[src/shared/usdba_consts.svh]
// usdba_consts.svh: register offsets, field positions, reset values and counts
// assumes inclusion by bare name from the package; the design modules see its macros through the package
`ifndef USDBA_CONSTS_SVH
`define USDBA_CONSTS_SVH

// register byte offsets on the apb bus
`define USDBA_OFS_DATA 8'h00
`define USDBA_OFS_LINE_CTRL 8'h04
`define USDBA_OFS_MODEM 8'h08
`define USDBA_OFS_RX_COUNT 8'h0c
`define USDBA_OFS_TX_COUNT 8'h10
`define USDBA_OFS_DIVISOR 8'h14
`define USDBA_OFS_PRESCALER 8'h18
`define USDBA_OFS_STATION 8'h1c
`define USDBA_OFS_EVENTS 8'h20

// reset values
`define USDBA_RST_LINE_CTRL 8'h00
`define USDBA_RST_DIVISOR 16'h0001
`define USDBA_RST_PRESCALER 8'h01
`define USDBA_RST_STATION 8'hff
`define USDBA_RST_COUNT 4'h0

// field values and positions
`define USDBA_NO_ADDRESS 8'hff
`define USDBA_PRESC_MASK 8'h7f
`define USDBA_EV_MATCH 0
`define USDBA_EV_OVERRUN 1
`define USDBA_EV_RX_READY 2
`define USDBA_EV_TX_EMPTY 3

// fifo depth and oversampling
`define USDBA_FIFO_DEPTH 4'h8
`define USDBA_FIFO_ONE 4'h1
`define USDBA_HALF_BIT 4'h7
`define USDBA_FULL_BIT 4'hf
`define USDBA_MIN_BITS 3'h4

`endif

[src/shared/usdba_pkg.sv]
// usdba_pkg: types shared by the serial port modules
// assumes usdba_consts.svh is on the include path
package usdba_pkg;
  `include "usdba_consts.svh"

  // line control layout: stop, parity, fifo and flow options
  typedef struct packed {
    logic auto_flow;
    logic fifo_en;
    logic [1:0] parity_kind_sel;
    logic parity_enable;
    logic two_stop;
    logic [1:0] word_length_sel;
  } usdba_line_ctrl_t;

  // modem inputs, active level already applied (1 = asserted)
  typedef struct packed {
    logic carrier;
    logic ring;
    logic set_ready;
    logic send_clear;
  } usdba_modem_t;

  typedef enum logic [4:0] {
    SER_IDLE = 5'h01,
    SER_START = 5'h02,
    SER_DATA = 5'h04,
    SER_PAR = 5'h08,
    SER_STOP = 5'h10
  } usdba_ser_state_t;
endpackage : usdba_pkg

[src/core/usdba_fifo.sv]
// usdba_fifo: eight-entry byte fifo with occupancy count
// assumes push is only offered when full_out is low
`timescale 1ns/1ps
module usdba_fifo
  import usdba_pkg::*;
(
  // clock and reset
  input wire logic sys_clk_in,
  input wire logic reset_n_in,
  // control
  input wire logic push_in,
  input wire logic [7:0] data_in,
  input wire logic pop_in,
  input wire logic [3:0] limit_in,
  // status
  output logic [7:0] data_out,
  output logic [3:0] count_out,
  output logic full_out,
  output logic empty_out
);
  logic [7:0] mem_reg [0:7];
  logic [2:0] wr_ptr_reg;
  logic [2:0] rd_ptr_reg;
  logic do_pop;

  assign do_pop = pop_in && !empty_out;
  assign full_out = count_out >= limit_in;
  assign empty_out = count_out == `USDBA_RST_COUNT;
  assign data_out = mem_reg[rd_ptr_reg];

  always_ff @(posedge sys_clk_in) begin
    if (push_in && !full_out) begin
      mem_reg[wr_ptr_reg] <= data_in;
    end
  end

  always_ff @(posedge sys_clk_in) begin
    if (!reset_n_in) begin
      wr_ptr_reg <= 3'h0;
      rd_ptr_reg <= 3'h0;
      count_out <= `USDBA_RST_COUNT;
    end else begin
      if (push_in && !full_out) begin
        wr_ptr_reg <= wr_ptr_reg + 3'h1;
      end
      if (do_pop) begin
        rd_ptr_reg <= rd_ptr_reg + 3'h1;
      end
      count_out <= count_out + {3'h0, push_in && !full_out} - {3'h0, do_pop};
    end
  end
endmodule : usdba_fifo

[src/core/usdba_baud.sv]
// usdba_baud: sixteen-times bit-rate enable from prescaler and divisor
// assumes one system clock; a zero prescaler or divisor stops the enable
`timescale 1ns/1ps
module usdba_baud
  import usdba_pkg::*;
(
  // clock and reset
  input wire logic sys_clk_in,
  input wire logic reset_n_in,
  // settings
  input wire logic [7:0] presc_in,
  input wire logic [15:0] divisor_in,
  // enable
  output logic tick_out
);
  // rate 2*fsys/(presc*div): adding 2 per cycle modulo presc*div
  logic [22:0] limit;
  logic [23:0] acc_reg;
  logic [23:0] acc_sum;

  assign limit = {16'h0000, presc_in[6:0]} * {7'h00, divisor_in};
  assign acc_sum = acc_reg + 24'h000002;

  always_ff @(posedge sys_clk_in) begin
    if (!reset_n_in) begin
      acc_reg <= 24'h000000;
      tick_out <= 1'b0;
    end else if (limit == 23'h000000) begin
      acc_reg <= 24'h000000;
      tick_out <= 1'b0;
    end else if (acc_sum >= {1'b0, limit}) begin
      // limit one would want two ticks a cycle; cap at one
      acc_reg <= (acc_sum - {1'b0, limit} >= {1'b0, limit}) ? 24'h000000 : acc_sum - {1'b0, limit};
      tick_out <= 1'b1;
    end else begin
      acc_reg <= acc_sum;
      tick_out <= 1'b0;
    end
  end
endmodule : usdba_baud

[src/core/usdba_top.sv]
// usdba_top: asynchronous serial port with fifos, baud divider,
// modem status and multi-drop station address matching
// assumes an apb master on the system clock and line pins synchronous to it
//
// Behaviour
// - modem status bits 7..4 show carrier, ring, set ready, send clear; 1 when pin low
// - modem status bits 3..0 latch on input change and clear on read
// - modem status and address matching exist only on the primary port
// - receive buffer read returns the 8-bit received character while data is present
// - with fifo enabled received characters pass through the receive fifo
// - transmit holding writes queue in the transmit fifo and shift out one by one
// - receive count shows characters held in receive fifo, reset zero
// - transmit count shows characters waiting in transmit fifo, reset zero
// - bit rate is reference clock over 16 over the 16-bit divisor
// - reference clock is twice system clock over low seven prescaler bits
// - station address resets to all ones, meaning no address assigned
// - address matching off when address is all ones or parity disabled
// - with matching on, characters are discarded until a matching address arrives
// - own or broadcast address raises the match event and opens reception
// - transmit start or station address write closes reception until next match
// - match event clears on event register read or leaving multi-drop mode
// - under automatic flow control send clear changes raise no modem event
//
// The register addresses and register access over APB were decided locally.
`timescale 1ns/1ps
module usdba_top
  import usdba_pkg::*;
#(
  parameter bit PRIMARY_PORT = 1'b1
) (
  // clock and reset
  input wire logic sys_clk_in,
  input wire logic reset_n_in,
  // apb slave
  input wire logic psel_in,
  input wire logic penable_in,
  input wire logic pwrite_in,
  input wire logic [7:0] paddr_in,
  input wire logic [31:0] pwdata_in,
  output logic [31:0] prdata_out,
  output logic pready_out,
  output logic pslverr_out,
  // serial line
  input wire logic rxd_in,
  output logic txd_out,
  // modem inputs, active low
  input wire logic carrier_n_in,
  input wire logic ring_n_in,
  input wire logic set_ready_n_in,
  input wire logic send_clear_n_in,
  // event levels
  output logic addr_match_out,
  output logic modem_event_out
);

  //////////////////////////////////////////////////////////////////////////////
  // helpers

  function automatic logic parity_of(input logic [7:0] data, input logic [1:0] wls, input logic [1:0] kind);
    logic [7:0] masked;
    masked = data & (8'hff >> (2'h3 - wls));
    unique case (kind)
      2'h0: parity_of = ~^masked;
      2'h1: parity_of = ^masked;
      2'h2: parity_of = 1'b1;
      2'h3: parity_of = 1'b0;
    endcase
  endfunction : parity_of

  function automatic logic [2:0] last_bit(input logic [1:0] wls);
    last_bit = `USDBA_MIN_BITS + {1'b0, wls};
  endfunction : last_bit

  //////////////////////////////////////////////////////////////////////////////
  // apb decode

  usdba_line_ctrl_t line_ctrl_reg;
  logic [15:0] baud_divisor_reg;
  logic [7:0] clock_prescaler_reg;
  logic [7:0] station_address_reg;
  logic [7:0] modem_pin_status;
  logic [3:0] modem_chg_reg;
  logic addr_match_reg;
  logic overrun_reg;
  logic [7:0] rd_value;
  logic [7:0] rd_cap_reg;
  logic mapped;
  logic setup;
  logic access;
  logic wr_access;
  logic rd_access;
  logic [7:0] rx_head;
  logic [3:0] rx_count;
  logic [3:0] tx_count;
  logic rx_empty;
  logic tx_empty;
  logic tx_full;
  logic rx_full;
  logic tx_idle;

  assign setup = psel_in && !penable_in;
  assign access = psel_in && penable_in;
  assign wr_access = access && pwrite_in && mapped;
  assign rd_access = access && !pwrite_in && mapped;
  assign pready_out = 1'b1;
  assign pslverr_out = access && !mapped;

  always_comb begin
    mapped = 1'b1;
    rd_value = 8'h00;
    unique case (paddr_in)
      `USDBA_OFS_DATA: rd_value = rx_empty ? 8'h00 : rx_head;
      `USDBA_OFS_LINE_CTRL: rd_value = line_ctrl_reg;
      `USDBA_OFS_MODEM: rd_value = PRIMARY_PORT ? modem_pin_status : 8'h00;
      `USDBA_OFS_RX_COUNT: rd_value = {4'h0, rx_count};
      `USDBA_OFS_TX_COUNT: rd_value = {4'h0, tx_count};
      `USDBA_OFS_DIVISOR: rd_value = baud_divisor_reg[7:0];
      `USDBA_OFS_PRESCALER: rd_value = clock_prescaler_reg;
      `USDBA_OFS_STATION: rd_value = PRIMARY_PORT ? station_address_reg : 8'h00;
      `USDBA_OFS_EVENTS: rd_value = {4'h0, tx_idle && tx_empty, !rx_empty, overrun_reg, addr_match_reg};
      default: mapped = 1'b0;
    endcase
  end

  // captured in setup so that clear-on-read only
  // removes what software saw
  always_ff @(posedge sys_clk_in) begin
    if (!reset_n_in) begin
      rd_cap_reg <= 8'h00;
      prdata_out <= 32'h00000000;
    end else if (setup) begin
      rd_cap_reg <= rd_value;
      prdata_out <= (paddr_in == `USDBA_OFS_DIVISOR) ? {16'h0000, baud_divisor_reg} : {24'h000000, rd_value};
    end
  end

  //////////////////////////////////////////////////////////////////////////////
  // configuration registers

  always_ff @(posedge sys_clk_in) begin
    if (!reset_n_in) begin
      line_ctrl_reg <= `USDBA_RST_LINE_CTRL;
      baud_divisor_reg <= `USDBA_RST_DIVISOR;
      clock_prescaler_reg <= `USDBA_RST_PRESCALER;
      station_address_reg <= `USDBA_RST_STATION;
    end else if (wr_access) begin
      unique case (paddr_in)
        `USDBA_OFS_LINE_CTRL: line_ctrl_reg <= pwdata_in[7:0];
        `USDBA_OFS_DIVISOR: baud_divisor_reg <= pwdata_in[15:0];
        `USDBA_OFS_PRESCALER: clock_prescaler_reg <= pwdata_in[7:0] & `USDBA_PRESC_MASK;
        `USDBA_OFS_STATION: station_address_reg <= PRIMARY_PORT ? pwdata_in[7:0] : `USDBA_RST_STATION;
        default: ;
      endcase
    end
  end

  //////////////////////////////////////////////////////////////////////////////
  // modem inputs

  usdba_modem_t modem_meta_reg;
  usdba_modem_t modem_sync_reg;
  usdba_modem_t modem_last_reg;
  usdba_modem_t modem_edge;

  always_ff @(posedge sys_clk_in) begin
    if (!reset_n_in) begin
      modem_meta_reg <= 4'h0;
      modem_sync_reg <= 4'h0;
      modem_last_reg <= 4'h0;
    end else begin
      modem_meta_reg <= ~{carrier_n_in, ring_n_in, set_ready_n_in, send_clear_n_in};
      modem_sync_reg <= modem_meta_reg;
      modem_last_reg <= modem_sync_reg;
    end
  end

  assign modem_edge = modem_sync_reg ^ modem_last_reg;
  assign modem_pin_status = {modem_sync_reg, modem_chg_reg};
  // cts steers the transmitter under auto flow
  assign modem_event_out = PRIMARY_PORT && ((|modem_chg_reg[3:1]) || (modem_chg_reg[0] && !line_ctrl_reg.auto_flow));

  always_ff @(posedge sys_clk_in) begin
    if (!reset_n_in || !PRIMARY_PORT) begin
      modem_chg_reg <= 4'h0;
    end else begin
      // a fresh edge wins over the read clear
      modem_chg_reg <= (modem_chg_reg & ~((rd_access && paddr_in == `USDBA_OFS_MODEM) ? rd_cap_reg[3:0] : 4'h0))
        | modem_edge;
    end
  end

  //////////////////////////////////////////////////////////////////////////////
  // baud and fifos

  logic tick;
  logic rx_push;
  logic [7:0] rx_char_reg;
  logic tx_pop;
  logic [7:0] tx_head;
  logic [3:0] depth_limit;
  logic rx_pop;
  logic tx_push;

  // fifo disabled behaves as a single holding register
  assign depth_limit = line_ctrl_reg.fifo_en ? `USDBA_FIFO_DEPTH : `USDBA_FIFO_ONE;
  assign rx_pop = rd_access && paddr_in == `USDBA_OFS_DATA;
  assign tx_push = wr_access && paddr_in == `USDBA_OFS_DATA && !tx_full;

  usdba_baud baud_gen (
    .sys_clk_in(sys_clk_in),
    .reset_n_in(reset_n_in),
    .presc_in(clock_prescaler_reg),
    .divisor_in(baud_divisor_reg),
    .tick_out(tick)
  );

  usdba_fifo rx_fifo (
    .sys_clk_in(sys_clk_in),
    .reset_n_in(reset_n_in),
    .push_in(rx_push),
    .data_in(rx_char_reg),
    .pop_in(rx_pop),
    .limit_in(depth_limit),
    .data_out(rx_head),
    .count_out(rx_count),
    .full_out(rx_full),
    .empty_out(rx_empty)
  );

  usdba_fifo tx_fifo (
    .sys_clk_in(sys_clk_in),
    .reset_n_in(reset_n_in),
    .push_in(tx_push),
    .data_in(pwdata_in[7:0]),
    .pop_in(tx_pop),
    .limit_in(depth_limit),
    .data_out(tx_head),
    .count_out(tx_count),
    .full_out(tx_full),
    .empty_out(tx_empty)
  );

  //////////////////////////////////////////////////////////////////////////////
  // transmitter

  usdba_ser_state_t tx_state_reg;
  logic [3:0] tx_os_reg;
  logic [2:0] tx_bit_reg;
  logic [7:0] tx_shift_reg;
  logic tx_second_stop_reg;
  logic tx_start;

  assign tx_idle = tx_state_reg == SER_IDLE;
  assign tx_start = tx_idle && tick && !tx_empty && (!line_ctrl_reg.auto_flow || modem_sync_reg.send_clear);
  assign tx_pop = tx_start;

  always_ff @(posedge sys_clk_in) begin
    if (!reset_n_in) begin
      tx_state_reg <= SER_IDLE;
      tx_os_reg <= 4'h0;
      tx_bit_reg <= 3'h0;
      tx_shift_reg <= 8'h00;
      tx_second_stop_reg <= 1'b0;
      txd_out <= 1'b1;
    end else if (tick) begin
      tx_os_reg <= tx_os_reg + 4'h1;
      unique case (tx_state_reg)
        SER_IDLE: begin
          tx_os_reg <= 4'h0;
          if (tx_start) begin
            tx_shift_reg <= tx_head;
            tx_state_reg <= SER_START;
            txd_out <= 1'b0;
          end
        end
        SER_START: begin
          if (tx_os_reg == `USDBA_FULL_BIT) begin
            tx_state_reg <= SER_DATA;
            tx_bit_reg <= 3'h0;
            txd_out <= tx_shift_reg[0];
          end
        end
        SER_DATA: begin
          if (tx_os_reg == `USDBA_FULL_BIT) begin
            tx_bit_reg <= tx_bit_reg + 3'h1;
            if (tx_bit_reg == last_bit(line_ctrl_reg.word_length_sel)) begin
              tx_state_reg <= line_ctrl_reg.parity_enable ? SER_PAR : SER_STOP;
              txd_out <= line_ctrl_reg.parity_enable
                ? parity_of(tx_shift_reg, line_ctrl_reg.word_length_sel, line_ctrl_reg.parity_kind_sel) : 1'b1;
              tx_second_stop_reg <= line_ctrl_reg.two_stop;
            end else begin
              txd_out <= tx_shift_reg[tx_bit_reg + 3'h1];
            end
          end
        end
        SER_PAR: begin
          if (tx_os_reg == `USDBA_FULL_BIT) begin
            tx_state_reg <= SER_STOP;
            txd_out <= 1'b1;
          end
        end
        SER_STOP: begin
          if (tx_os_reg == `USDBA_FULL_BIT) begin
            tx_second_stop_reg <= 1'b0;
            if (!tx_second_stop_reg) begin
              tx_state_reg <= SER_IDLE;
            end
          end
        end
      endcase
    end
  end

  //////////////////////////////////////////////////////////////////////////////
  // receiver

  usdba_ser_state_t rx_state_reg;
  logic [3:0] rx_os_reg;
  logic [2:0] rx_bit_reg;
  logic [7:0] rx_shift_reg;
  logic rx_ninth_reg;
  logic rx_done_reg;
  logic rx_ninth_done_reg;

  always_ff @(posedge sys_clk_in) begin
    if (!reset_n_in) begin
      rx_state_reg <= SER_IDLE;
      rx_os_reg <= 4'h0;
      rx_bit_reg <= 3'h0;
      rx_shift_reg <= 8'h00;
      rx_ninth_reg <= 1'b0;
      rx_done_reg <= 1'b0;
      rx_char_reg <= 8'h00;
      rx_ninth_done_reg <= 1'b0;
    end else begin
      rx_done_reg <= 1'b0;
      if (tick) begin
        rx_os_reg <= rx_os_reg + 4'h1;
        unique case (rx_state_reg)
          SER_IDLE: begin
            rx_os_reg <= 4'h0;
            if (!rxd_in) begin
              rx_state_reg <= SER_START;
              rx_shift_reg <= 8'h00;
            end
          end
          SER_START: begin
            // mid-start check rejects glitches; later samples land mid-bit
            if (rx_os_reg == `USDBA_HALF_BIT) begin
              rx_os_reg <= 4'h0;
              rx_bit_reg <= 3'h0;
              rx_state_reg <= rxd_in ? SER_IDLE : SER_DATA;
            end
          end
          SER_DATA: begin
            if (rx_os_reg == `USDBA_FULL_BIT) begin
              rx_shift_reg[rx_bit_reg] <= rxd_in;
              rx_bit_reg <= rx_bit_reg + 3'h1;
              if (rx_bit_reg == last_bit(line_ctrl_reg.word_length_sel)) begin
                rx_state_reg <= line_ctrl_reg.parity_enable ? SER_PAR : SER_STOP;
              end
            end
          end
          SER_PAR: begin
            if (rx_os_reg == `USDBA_FULL_BIT) begin
              rx_ninth_reg <= rxd_in;
              rx_state_reg <= SER_STOP;
            end
          end
          SER_STOP: begin
            if (rx_os_reg == `USDBA_FULL_BIT) begin
              rx_state_reg <= SER_IDLE;
              rx_done_reg <= 1'b1;
              rx_char_reg <= rx_shift_reg;
              rx_ninth_done_reg <= rx_ninth_reg;
            end
          end
        endcase
      end
    end
  end

  //////////////////////////////////////////////////////////////////////////////
  // station address matching

  logic match_en;
  logic match_en_last_reg;
  logic is_address;
  logic addr_hit;
  logic listen_reg;

  assign match_en = PRIMARY_PORT && station_address_reg != `USDBA_NO_ADDRESS && line_ctrl_reg.parity_enable;
  // kind 10b: address has a clear ninth bit; 11b: a set one
  assign is_address = rx_ninth_done_reg == line_ctrl_reg.parity_kind_sel[0];
  assign addr_hit = rx_done_reg && match_en && is_address
    && (rx_char_reg == station_address_reg || rx_char_reg == `USDBA_NO_ADDRESS);
  // address characters are not queued in match mode
  assign rx_push = rx_done_reg && !rx_full && (!match_en || (listen_reg && !is_address));
  assign addr_match_out = addr_match_reg;

  always_ff @(posedge sys_clk_in) begin
    if (!reset_n_in) begin
      listen_reg <= 1'b0;
    end else if (addr_hit) begin
      listen_reg <= 1'b1;
    end else if (tx_start || (wr_access && paddr_in == `USDBA_OFS_STATION)
        || (rx_done_reg && match_en && is_address)) begin
      listen_reg <= 1'b0;
    end
  end

  always_ff @(posedge sys_clk_in) begin
    if (!reset_n_in) begin
      match_en_last_reg <= 1'b0;
      addr_match_reg <= 1'b0;
    end else begin
      match_en_last_reg <= match_en;
      if (addr_hit) begin
        addr_match_reg <= 1'b1;
      end else if ((match_en_last_reg && !match_en)
          || (rd_access && paddr_in == `USDBA_OFS_EVENTS && rd_cap_reg[`USDBA_EV_MATCH])) begin
        addr_match_reg <= 1'b0;
      end
    end
  end

  always_ff @(posedge sys_clk_in) begin
    if (!reset_n_in) begin
      overrun_reg <= 1'b0;
    end else if (rx_done_reg && rx_full) begin
      overrun_reg <= 1'b1;
    end else if (rd_access && paddr_in == `USDBA_OFS_EVENTS && rd_cap_reg[`USDBA_EV_OVERRUN]) begin
      overrun_reg <= 1'b0;
    end
  end
endmodule : usdba_top

[config.mk]
export PLATFORM = sky130hd
export DESIGN_NAME = usdba_top
export DESIGN_NICKNAME = d
export VERILOG_FILES = /design/src/shared/usdba_pkg.sv /design/src/core/usdba_fifo.sv /design/src/core/usdba_baud.sv /design/src/core/usdba_top.sv
export VERILOG_INCLUDE_DIRS = /design/src /design/src/shared
export SDC_FILE = /design/constraint.sdc
export NUM_CORES = 1
export LEC_CHECK = 0
export ABC_AREA = 0
export BUFFER_PORTS_ARGS = -buffer_cell sky130_fd_sc_hd__buf_2
export CAP_MARGIN = 10
export CORE_UTILIZATION = 50
export CTS_CLUSTER_SIZE = 16
export DETAILED_ROUTE_END_ITERATION = 12
export PLACE_DENSITY_LB_ADDON = 0.05
export SETUP_SLACK_MARGIN = 0.3
export SYNTH_ARGS = -nofsm -noshare
export SYNTH_HDL_FRONTEND = slang
export SYNTH_SLANG_ARGS = --single-unit
[constraint.sdc]
create_clock -name sys_clk_in -period 15.5 [get_ports sys_clk_in]
set_clock_uncertainty 0.1 [all_clocks]
set_input_delay 1.55 -clock sys_clk_in [delete_from_list [all_inputs] [get_ports sys_clk_in]]
set_output_delay 1.55 -clock sys_clk_in [all_outputs]
set_load 0.01 [all_outputs]
# Word-level counts from Yosys, hierarchy flattened
# Memory sizes are Yosys's and may differ from the RTL's. A register that Yosys moved wholly into a read port is not among the register bits.
# Cells that the tools add are included.
[word_totals]
ff_bits = 185
ramBits = 128
elab_cells = 279
mem_count = 2
[memory_table]
columns = ["memory", "depth", "word_bits", "rd", "rd_ports_with_merged_regs", "wr", "line_no", "source"]
rows = [
  ["rx_fifo.mem_reg", 8, 8, 1, 1, 1, "usdba_fifo.sv:21", "logic [7:0] mem_reg [0:7];"],
  ["tx_fifo.mem_reg", 8, 8, 1, 1, 1, "usdba_fifo.sv:21", ""],
]
[op_classes]
addsub = 16
multipliers = 1
magnitude_cmp = 7
n_eq_ne = 43
shifts = 1
mux = 68
bitwise_logic = 7
reduce_logical = 85
[op_table]
columns = ["op", "count"]
rows = [
  ["$pmux 8 s9", 1],
  ["$mux 5", 14],
  ["$pmux 5 s5", 2],
  ["$ge 24x23->1", 2],
  ["$mux 24", 2],
  ["$logic_and 1x1->1", 34],
  ["$eq 8x5->1 const B", 4],
  ["$add 24x2->24 const B", 1],
  ["$mux 1", 24],
  ["$mux 8", 3],
  ["$ne 2x2->1 const B", 12],
  ["$sub 24x23->24", 1],
  ["$logic_not 23->1", 1],
  ["$mul 7x16->23", 1],
  ["$mux 3", 7],
  ["$add 3x1->3 const B", 6],
  ["$eq 8x4->1 const B", 2],
  ["$mux 16", 1],
  ["$mux 4", 4],
  ["$pmux 8 s2", 1],
  ["$reduce_bool 2->1", 7],
  ["$pmux 3 s2", 2],
  ["$reduce_and 3->1", 4],
  ["$reduce_and 4->1", 3],
  ["other kinds (54)", 89],
]

# Logic depth before layout (Yosys ltp)
# Gate-level depths: netlist of run 1.
[logic_depth]
ltp_word = 9
ltp_mapped = 40

# By module
# A second synthesis of run 1 with hierarchy kept.
[unflattened]
hier_cells = 1951
hier_area_um2 = 19976.7
[by_module_without_submodules]
columns = ["module", "instances", "cells_each", "area_per_inst_um2", "seq_area_each_um2"]
rows = [
  ["usdba_baud", 1, 831, 6986.7, 500.5],
  ["usdba_fifo", 2, 182, 3248.1, 2182.1],
  ["usdba_top", 1, 756, 6493.7, 2642.5],
]

# Worst setup path after synthesis of run 1
# Ideal clock, no wire load.
[synth_path]
kind = "register -> register"
start = "register clock_prescaler_reg[6]"
end = "register baud_gen.acc_reg[1]"
setup_time_ns = 0.073
t_arrival_ns = 8.236
setup_slack_ns = 7.091
path_stages_with_launch = 38
n_path_buf = 3
synth_period_minus_slack_ns = 8.409
path_cell_list = "dfxtp_1 clkbuf_1 nand2_1 fa_1 fa_1 inv_1 fa_1 inv_1 fa_1 inv_1 ha_1 buf_2 a21o_1 a31oi_2 a21boi_1 o21ai_0 nand2b_1 xnor2_1 [2 not listed] a21oi_1 a21oi_1 maj3_2 o311a_1 a31oi_1 o211ai_1 o221ai_1 o311ai_0 xor2_1 inv_1 ha_1 a21o_1 a211o_1 or4_1 o211ai_2 nand3_2 buf_6 o22ai_2"
[synth_via]
elab_chain_len = 5
elab_cells_between_ends = 8
classes_between = "1 x add/sub; 1 x mul; 2 x order compare; 2 x mux; 2 x reduce/logical"
[synth_rtl]
columns = ["element", "line_no", "source"]
rows = [
  ["start: declaration", "usdba_top.sv:79", "logic [7:0] clock_prescaler_reg;"],
  ["start signal: assignment", "usdba_top.sv:144", "clock_prescaler_reg <= `USDBA_RST_PRESCALER;"],
  ["start signal: assignment", "usdba_top.sv:150", "`USDBA_OFS_PRESCALER: clock_prescaler_reg <= pwdata_in[7:0] & `USDBA_PRESC_MASK;"],
  ["$mul 7x16->23 *", "usdba_baud.sv:21", "assign limit = {16'h0000, presc_in[6:0]} * {7'h00, divisor_in};"],
  ["$sub 24x23->24", "usdba_baud.sv:33", "acc_reg <= (acc_sum - {1'b0, limit} >= {1'b0, limit}) ? 24'h000000 : acc_sum - {1'b0, limit};"],
  ["$ge 24x23->1", "usdba_baud.sv:33", ""],
  ["$mux 24", "usdba_baud.sv:33", ""],
  ["$mux 24", "usdba_baud.sv:31", "end else if (acc_sum >= {1'b0, limit}) begin"],
  ["end signal: assignment", "usdba_baud.sv:33", ""],
  ["end signal: assignment", "usdba_baud.sv:36", "acc_reg <= acc_sum;"],
  ["end: declaration", "usdba_baud.sv:18", "logic [23:0] acc_reg;"],
]
# Mark *: on every way between the ends. The rest lies on a longest branch, timed or not.
# A chain may end at the register's enable or synchronous reset.

# Final worst setup path of run 1
[layout_path]
start = "register clock_prescaler_reg[5]"
end = "register baud_gen.acc_reg[14]"
# The elaborated chain is that of the path after synthesis.

==> reports/results.ini, run 1 <==
[outcome]
status=finished clean

[grt]
grt_pass1_wl_um=76900
overflow=0
grt_pass1_vias=14300
grt_max_degree=71
grt_usage=0.250
antenna_found_initial=1

[clock_network]
cts_resized=0
cts_tree=yes
cts.sinks=308
postCtsHoldBufs=0
root_buffer=clkbuf_16
h-tree-depth=2
cts-buffers-inserted=35
cts_buffer_depth=3
post_cts_buffers=0
path_clk_slew_ns=0.06
insertion_delay_ns=0.54

[worst_setup_path]
critPathKind=register to register
worstPathRequired_ns=15.83
rrSetupSlack_ns=4.91
cp_slowest_cell=dfxtp_1
crit_arrival_ns=10.92
rr_endpoint=baud_gen.acc_reg[14]$_SDFF_PP0_
rr_startpoint=clock_prescaler_reg[5]$_SDFFE_PN0P_
cp_max_fo=18
critPathLaunchType=register
cpPeakStageDelay_ns=0.79
r2r_cells=34
end_kind=register

[yosys]
synth-seq-cells=308
synth_largest_area_cell=edfxtp_1
synth.distinct_cells=103
yosysSeqAreaShare=0.383
synth-edff-count=128
synthCells=1979
async_flop_share=0
synthAdderAreaFrac=0.139
yosysMostFrequentCell=nand2_1
synth-main-ff-cell=dfxtp_1
muxShareOfSynthArea=0.0703
synth-compound-area-share=0.130
synth_common_cells=184 x nand2_1, 180 x dfxtp_1, 165 x nor2_1
ys_warn_count=0
netlist_area_um2=19400
synth_top_area_share=0.198
yosys.area_share.simple=0.180
synthTopCellsByArea=edfxtp_1 20%, dfxtp_1 19%, fa_1 7.4%
synth-xor-area-share=0.0463
synth_top_family_by_area=simple AND/OR/NAND/NOR gates
syn-mean-instance-area_um2=9.82

[timing]
min_period_over_period=0.683
worst_pin_slew_ns=1.03
tns_ns=0
setup_viol=0
maxSlewHeadroom=0.308
fmax_ghz=0.0944
rsz0062_at_grt=false
hold_slack_ns=0.341
period_minus_slack_ns=10.59
worst_slack_ns=4.91
drv_slew=0
hold_viol=0

[floorplan]
initial_core_util=0.512
pin_count=87
core-area_um2=37900
die-area_um2=39600
die_w_um=199
rows=71
die_height_um=199

[power]
leakage_nw=8.56
power.density_nw_per_um2=181
vdd_drop_max_v=0.000295

[final_layout]
final_util=0.558
fin_nets=2215
areaGrowthSynthToFinish_pct=9.04
final_cells=2534
nFillCells=3390
final_layout_size_suffix_gt1_frac=0.107

[placed_design]
placedCellCount=2469
place.port_buffers=53
place_ws_ns=4.92
dp_hpwl_um=35200
gp_congestion=0.849

[worst_hold_path]
min_path_cells=1
hp-class=register to register
worstHoldStart=modem_meta_reg[0]$_SDFF_PN0_
worstHoldEndpoint=modem_pin_status[4]$_SDFF_PN0_

[route]
wl_per_cell_um=19.0
remaining_drc_errors=0
ant_nets=0
drt_wl_total_um=48100
vias_per_cell=5.81
drt_first_pass_iters=8
dr_total_vias=14700
drtIter0Drc=914

[flow_run]
drv_cap=0

==> cells by family (layout without fill, tap and decap cells) <==
| group | after synthesis | in the layout |
|---|---|---|
| and+or+nand+nor | 695 | 695 |
| AOI/OAI and AO/OA | 370 | 370 |
| DFF | 308 | 308 |
| buffers and inverters | 237 | 264 |
| adders and majority gates | 173 | 173 |
| xor gates and xnor gates | 101 | 101 |
| muxes | 93 | 93 |
| other | 2 | 19 |
==> layer usage <==
metal | up-vias | wire length, um | global-route usage
li1 | 7043 | - | -
met1 | 7232 | 21400 | 0.333
met2 | 353 | 23000 | 0.417
met3 | 96 | 2410 | 0.0419
met4 | 0 | 1310 | 0.0772
met5 | - | 0 | 0
==> layout by cell type (no fill, tap or decap), drive strengths merged, types with 7 or more instances in the layout <==
cell    count
a211oi     16
a21o       19
a21oi     118
a221oi     12
a22oi      14
a31oi      16
a41o        8
and2      101
and3       20
buf        66
clkbuf     49
clkinv     11
conb       18
dfxtp     180
edfxtp    128
fa         72
ha         98
inv       134
mux2        7
mux2i      52
mux4       34
nand2     184
nand2b     35
nand3      61
nand4      28
nor2      166
nor2b       8
nor3       37
nor3b       9
nor4       11
o211ai     11
o21a       10
o21ai      67
or3         9
xnor2      62
xor2       39
==> final cells by class <==
cell class,instances,area [um^2],share of cell area
clock inverter,15,165,0.00780
clock buffer,49,1010,0.0478
inverter,134,505,0.0239
antenna,1,2.50,0.000118
tap,511,639,0.0302
timing repair buffer,66,363,0.0171
multi-input combinational,1450,11000,0.522
sequential,308,7450,0.352
==> metrics by stage <==
step | cell area (um^2) | power (mW)
floorplan | 19500 | 2.54
finish | 21200 | 3.84
global placement | 20000 | 2.95
CTS | 21200 | 3.83
global route | 21200 | 4.10
detailed placement | 20000 | 2.98
==> worst max-delay path by stage <==
| stage | start | to | slack [ns] | cells past startpoint |
|---|---|---|---|---|
| floorplan | clock_prescaler_reg[6]$_SDFFE_PN0P_ | baud_gen.acc_reg[1]$_SDFF_PP0_ | 7.09 | 37 |
| global placement | clock_prescaler_reg[5]$_SDFFE_PN0P_ | baud_gen.acc_reg[14]$_SDFF_PP0_ | 5.04 | 34 |
| detailed placement | clock_prescaler_reg[5]$_SDFFE_PN0P_ | baud_gen.acc_reg[4]$_SDFF_PP0_ | 4.92 | 34 |
| CTS | clock_prescaler_reg[5]$_SDFFE_PN0P_ | baud_gen.acc_reg[14]$_SDFF_PP0_ | 4.86 | 34 |
| global route | clock_prescaler_reg[5]$_SDFFE_PN0P_ | baud_gen.acc_reg[4]$_SDFF_PP0_ | 4.16 | 34 |
| finish | clock_prescaler_reg[5]$_SDFFE_PN0P_ | baud_gen.acc_reg[14]$_SDFF_PP0_ | 4.91 | 34 |
==> critical path, delay by kind of cell (launching register included) <==
kind                       cells  cell delay (ns)
AOI/OAI and AO/OA             15             3.73
adders and majority gates      7             3.22
and+or+nand+nor                7             1.96
DFF                            1             0.79
xor gates and xnor gates       1             0.40
buffers and inverters          4             0.25
==> report_power, final <==
part	total [mW]	internal, mW	switching (mW)
sequential	0.947	0.891	0.0561
clock	0.842	0.508	0.333
combinational	2.05	0.822	1.23
total	3.84	2.22	1.62
Power figures use the tool's default switching activity.
==> run 2, diff against run 1 <==
==> constraint.sdc (replaced) <==
create_clock -name sys_clk_in -period 10.05 [get_ports sys_clk_in]
set_clock_uncertainty 0.1 [all_clocks]
set_input_delay 1.005 -clock sys_clk_in [delete_from_list [all_inputs] [get_ports sys_clk_in]]
set_output_delay 1.005 -clock sys_clk_in [all_outputs]
set_load 0.01 [all_outputs]
==> run 2 against run 1 <==
Via count up 0.41%. Cell count up 0.87%. Flip-flop and latch count did not move. Critical path type unchanged. Combinational power is 59% higher. Cell area rose by 1.1%. Die area stayed put. Maximum frequency rose by 15%. Clock-buffer cell count shrank 6. Wire length up 3.2%. Non-clock buffer count is 19 higher. Power grew 59%. Sequential share of layout area fell by 0.36 points.
==> reports/results.ini, run 2 (same netlist as run 1, synthesis figures left out) <==
[outcome]
status=finished clean

[worst_setup_path]
end_kind=register
cpPeakStageDelay_ns=0.55  ; -0.24 ns
path_buf_inv=7  ; +3
worstPathRequired_ns=10.36  ; -5.47 ns
cp_max_fo=14  ; -4
cp_slowest_cell=fa_1
crit_arrival_ns=9.55  ; -1.37 ns
critPathLaunchType=register
critPathTopFamily=adder cells
critPathKind=register to register
cp_common_cell=inv_1

[power]
p_total_mw=6.09  ; +59%
leakage_nw=8.68  ; +1.5%
power.density_nw_per_um2=284  ; +57%
vdd_drop_max_v=0.000619  ; +110%

[route]
dr_total_vias=14800  ; +0.41%
wl_per_cell_um=19.4  ; +2.3%
ant_nets=0  ; unchanged
drt_wl_total_um=49600  ; +3.2%
remaining_drc_errors=0  ; unchanged
vias_per_cell=5.78  ; -0.45%
drt_first_pass_iters=5  ; -3
drtIter0Drc=1002  ; +9.6%

[final_layout]
final_layout_size_suffix_gt1_frac=0.120  ; +0.0126
nFillCells=3332  ; -1.7%
fin_nets=2235  ; +0.90%
multiInputGateArea_um2=11100  ; +0.17%
final_common_cell=nand2_1
register_area_um2=7450  ; about the same
areaGrowthSynthToFinish_pct=10.3
final_cell_mix=184 x nand2_1, 176 x dfxtp_1, 165 x nor2_1

[floorplan]
die_w_um=199  ; unchanged
die_height_um=199  ; unchanged
die-area_um2=39600  ; unchanged
initial_core_util=0.512  ; unchanged
core-area_um2=37900  ; unchanged
pin_count=87  ; unchanged
rows=71  ; unchanged

[grt]
grt_pass1_vias=14400  ; +0.27%
grt_max_degree=69  ; -2.8%
antenna_found_initial=2  ; +1
grt_usage=0.257  ; +0.00699
overflow=0  ; unchanged
grt_pass1_wl_um=79000  ; +2.8%

[timing]
tns_ns=0  ; unchanged
drv_slew=0  ; unchanged
min_period_over_period=0.920  ; +0.237
worst_pin_slew_ns=1.05  ; +0.0151 ns
hold_viol=0  ; unchanged
hold_slack_ns=0.341  ; -0.000126 ns
period_minus_slack_ns=9.24  ; -1.35 ns
worst_slack_ns=0.807  ; -4.10 ns
fmax_ghz=0.108  ; +15%
setup_viol=0  ; unchanged
maxSlewHeadroom=0.299  ; -0.00895
rsz0062_at_grt=true

[clock_network]
cts.sinks=308  ; unchanged
root_buffer=clkbuf_16
cts_tree=yes
h-tree-depth=2  ; unchanged
postCtsHoldBufs=0  ; unchanged
path_clk_slew_ns=0.06  ; about the same
cts-buffers-inserted=36  ; +2.9%
cts_buffer_depth=3  ; unchanged
insertion_delay_ns=0.56  ; +0.02 ns

[flow_run]
drv_cap=0  ; unchanged

[placed_design]
place_ws_ns=0.554  ; -4.37 ns
dp_hpwl_um=36300  ; +3.0%
gp_congestion=0.894  ; +5.2%
place.port_buffers=53  ; unchanged

[worst_hold_path]
hp-class=register to register

-- run 2: worst paths after layout --
path	cells after the start	to	slack, ns	from
max	38	baud_gen.acc_reg[14]$_SDFF_PP0_	0.81	clock_prescaler_reg[2]$_SDFFE_PN0P_
max reg2reg	38	baud_gen.acc_reg[14]$_SDFF_PP0_	0.81	clock_prescaler_reg[2]$_SDFFE_PN0P_
min	1	modem_pin_status[5]$_SDFF_PN0_	0.34	modem_meta_reg[1]$_SDFF_PN0_
min reg2reg	1	modem_pin_status[5]$_SDFF_PN0_	0.34	modem_meta_reg[1]$_SDFF_PN0_
-- run 2: worst reg2reg max path, delay by kind of cell (launching register included) --
kind                       cells  cell delay [ns]
adders and majority gates      7             3.10
AOI/OAI and AO/OA             14             2.85
and+or+nand+nor                8             1.58
buffers and inverters          7             0.70
DFF                            1             0.48
muxes                          1             0.16
xor gates and xnor gates       1             0.14
-- run 2: power breakdown --
| part | switching [mW] | internal (mW) | leakage, nW |
|---|---|---|---|
| clock | 0.562 | 0.810 | 0.598 |
| combinational | 1.92 | 1.34 | 5.46 |
| sequential | 0.0897 | 1.37 | 2.63 |
-- run 2: cell type report --
class,count,share of cell area
Timing Repair Buffer,85,0.0236
Multi-Input combinational cell,1450,0.517
Clock inverter,23,0.0143
Antenna cell,2,0.000234
Inverter,134,0.0236
Sequential cell,308,0.348
Tap cell,511,0.0298
Clock buffer,43,0.0438
-- run 2: timing repair --
action / 4_1_cts / 5_1_grt
setup endpoints to repair: 0 / 23
gates resized for setup: 0 / 7
buffers inserted: 0 / 1
-- run 2: through the flow --
| stage | util | instance area, um^2 | instances |
|---|---|---|---|
| after global placement | 0.531 | 20100 | 2487 |
| after detailed placement | 0.531 | 20100 | 2487 |
| after global routing | 0.565 | 21400 | 2554 |
| after floorplan | - | 19500 | 1995 |
| after CTS | 0.564 | 21400 | 2553 |
| final | 0.565 | 21400 | 2556 |
-- run 2: layer usage --
layer	track usage	vias up	routed length [um]	part of all wire
met5	0	-	0	0
met4	0.0772	0	1240	0.025
met3	0.0354	74	2340	0.047
met2	0.427	366	23900	0.48
met1	0.349	7271	22200	0.45
li1	-	7074	-	-
==> run 3, diff against run 2 <==
--- a/config.mk
+++ b/config.mk
@@ -9,7 +9,7 @@
 export ABC_AREA = 0
 export BUFFER_PORTS_ARGS = -buffer_cell sky130_fd_sc_hd__buf_2
 export CAP_MARGIN = 10
-export CORE_UTILIZATION = 50
+export CORE_UTILIZATION = 45
 export CTS_CLUSTER_SIZE = 16
 export DETAILED_ROUTE_END_ITERATION = 12
 export PLACE_DENSITY_LB_ADDON = 0.05
==> run 3 against run 2 <==
Combinational power decreased by 2%. First-iteration DRC count fell by 15%. Non-clock buffer count is 13 lower. Largest power group unchanged. Clock-buffer cell count down 5. Register-to-register slack improved by 0.07 ns. Highest routed layer is now met5. Largest cell class unchanged. Flip-flop and latch count is the same. Setup slack improved by 0.069 ns.
==> reports/results.ini, run 3 (same netlist as run 1, synthesis figures left out) <==
[outcome]
status=finished clean

[route]
vias_per_cell=5.60  ; -3.2%
remaining_drc_errors=0  ; unchanged
drtIter0Drc=847  ; -15%
dr_total_vias=14400  ; -2.8%
wl_per_cell_um=18.8  ; -3.4%
ant_nets=0  ; unchanged
drt_wl_total_um=48200  ; -2.9%
drt_first_pass_iters=6  ; +1

[clock_network]
path_clk_slew_ns=0.06  ; about the same
cts_resized=0  ; unchanged
insertion_delay_ns=0.56  ; about the same
cts_buffer_depth=3  ; unchanged
cts_tree=yes
cts.sinks=308  ; unchanged
root_buffer=clkbuf_16
postCtsHoldBufs=0  ; unchanged
cts-buffers-inserted=37  ; +2.8%
h-tree-depth=2  ; unchanged
post_cts_buffers=0  ; unchanged

[placed_design]
placedCellCount=2503  ; +0.64%
gp_congestion=0.842  ; -5.8%
dp_hpwl_um=35000  ; -3.5%
place.port_buffers=53  ; unchanged

[final_layout]
areaGrowthSynthToFinish_pct=10.5
final_cell_mix=184 x nand2_1, 179 x dfxtp_1, 165 x nor2_1
final_common_cell=nand2_1
final_layout_size_suffix_gt1_frac=0.115  ; -0.00509
final_cells=2568  ; +0.47%
fin_nets=2223  ; -0.54%
antenna_cells=0  ; -2

[worst_setup_path]
r2r_cells=31  ; -18%
rr_startpoint=baud_divisor_reg[4]$_SDFFE_PN0P_
critPathLaunchType=register
crit_arrival_ns=9.53  ; -0.02 ns
rr_endpoint=baud_gen.acc_reg[4]$_SDFF_PP0_
cp_common_cell=fa_1
critPathKind=register to register
cp_slowest_cell=dfxtp_1
cp_max_fo=14  ; unchanged
rrSetupSlack_ns=0.88  ; +0.07 ns
worstPathRequired_ns=10.41  ; +0.05 ns
cpPeakStageDelay_ns=0.58  ; +0.03 ns
end_kind=register

[timing]
hold_slack_ns=0.334  ; -0.00670 ns
hold_viol=0  ; unchanged
fmax_ghz=0.109  ; +0.76%
period_minus_slack_ns=9.17  ; -0.0693 ns
maxSlewHeadroom=0.283  ; -0.0167
drv_slew=0  ; unchanged
worst_pin_slew_ns=1.07  ; +0.0250 ns
rsz0062_at_grt=false
setup_viol=0  ; unchanged
tns_ns=0  ; unchanged
min_period_over_period=0.913  ; -0.00689

[worst_hold_path]
worstHoldEndpoint=modem_pin_status[7]$_SDFF_PN0_
min_path_cells=1  ; unchanged
hp-class=register to register
worstHoldStart=modem_meta_reg[3]$_SDFF_PN0_

[floorplan]
die_w_um=210  ; +5.4%
rows=75  ; +5.6%
die-area_um2=44000  ; +11%
initial_core_util=0.460  ; -0.0521
pin_count=87  ; unchanged
die_height_um=210  ; +5.4%
core-area_um2=42200  ; +11%

[grt]
grt_max_degree=81  ; +17%
overflow=0  ; unchanged
grt_pass1_wl_um=78200  ; -1.1%
grt_usage=0.224  ; -0.0330
grt_pass1_vias=14400  ; +0.47%
antenna_found_initial=1  ; -1

[flow_run]
drv_cap=0  ; unchanged

[power]
leakage_nw=8.68  ; about the same
vdd_drop_max_v=0.000353  ; -43%
power.density_nw_per_um2=286  ; +0.55%

==> run 3: cell types whose count changed in the layout (fill, tap and decap cells not counted), moves of 2 or more <==
| cell | change |
|---|---|
| dfxtp_2 | -3 |
| buf_4 | -13 |
| diode_2 | -2 |
| clkinvlp_4 | -2 |
| dfxtp_1 | +3 |
| clkbuf_1 | -5 |
| bufinv_16 | +5 |
==> run 3: worst max path at each step <==
stage          cells past startpoint                                start  slack, ns                              end
3_5_place_dp                      34  clock_prescaler_reg[4]$_SDFFE_PN0P_       0.38  baud_gen.acc_reg[14]$_SDFF_PP0_
3_3_place_gp                      34  clock_prescaler_reg[4]$_SDFFE_PN0P_       0.54  baud_gen.acc_reg[14]$_SDFF_PP0_
4_1_cts                           34  clock_prescaler_reg[4]$_SDFFE_PN0P_       0.33  baud_gen.acc_reg[14]$_SDFF_PP0_
6_report                          31     baud_divisor_reg[4]$_SDFFE_PN0P_       0.88   baud_gen.acc_reg[4]$_SDFF_PP0_
2_1_floorplan                     37  clock_prescaler_reg[6]$_SDFFE_PN0P_       1.64   baud_gen.acc_reg[1]$_SDFF_PP0_
5_1_grt                           32  clock_prescaler_reg[3]$_SDFFE_PN0P_       0.34   baud_gen.acc_reg[4]$_SDFF_PP0_
==> run 3: where the power goes <==
| part | switching, mW | total, mW | internal, mW |
|---|---|---|---|
| registers | 0.0889 | 1.46 | 1.37 |
| clock network | 0.562 | 1.50 | 0.937 |
| logic | 1.87 | 3.18 | 1.31 |
==> run 3: metal layers <==
layer,global-route usage,up-vias,share of wire
li1,-,7040,-
met1,0.306,6994,0.47
met2,0.369,252,0.47
met3,0.0349,85,0.038
met4,0.0657,2,0.024
met5,0,-,0.00017
==> run 3: cell type report <==
type / instances / area [um^2]
flip-flops and latches: 308 / 7450
well taps: 539 / 674
clock inverters: 27 / 432
inverters: 134 / 505
multi-input cells: 1450 / 11100
repair buffers: 72 / 408
clock buffers: 38 / 930
fillers: 3946 / 20800
==> run 3: stage by stage <==
step	util	total power [mW]	worst slack, ns	instance area (um^2)
after floorplan	-	3.91	1.64	19500
after global placement	0.476	4.58	0.539	20100
after detailed placement	0.476	4.61	0.378	20100
after CTS	0.508	6.13	0.326	21400
after global routing	0.509	6.61	0.337	21500
final	0.509	6.14	0.876	21500
==> run 3: critical path: cells and delay by family, from the launching register on <==
| family | cells | cell delay (ns) |
|---|---|---|
| AOI/OAI and AO/OA | 14 | 2.99 |
| xor gates and xnor gates | 2 | 0.63 |
| adders and majority gates | 8 | 3.33 |
| buffers and inverters | 3 | 0.16 |
| DFF | 1 | 0.58 |
| and+or+nand+nor | 4 | 1.28 |
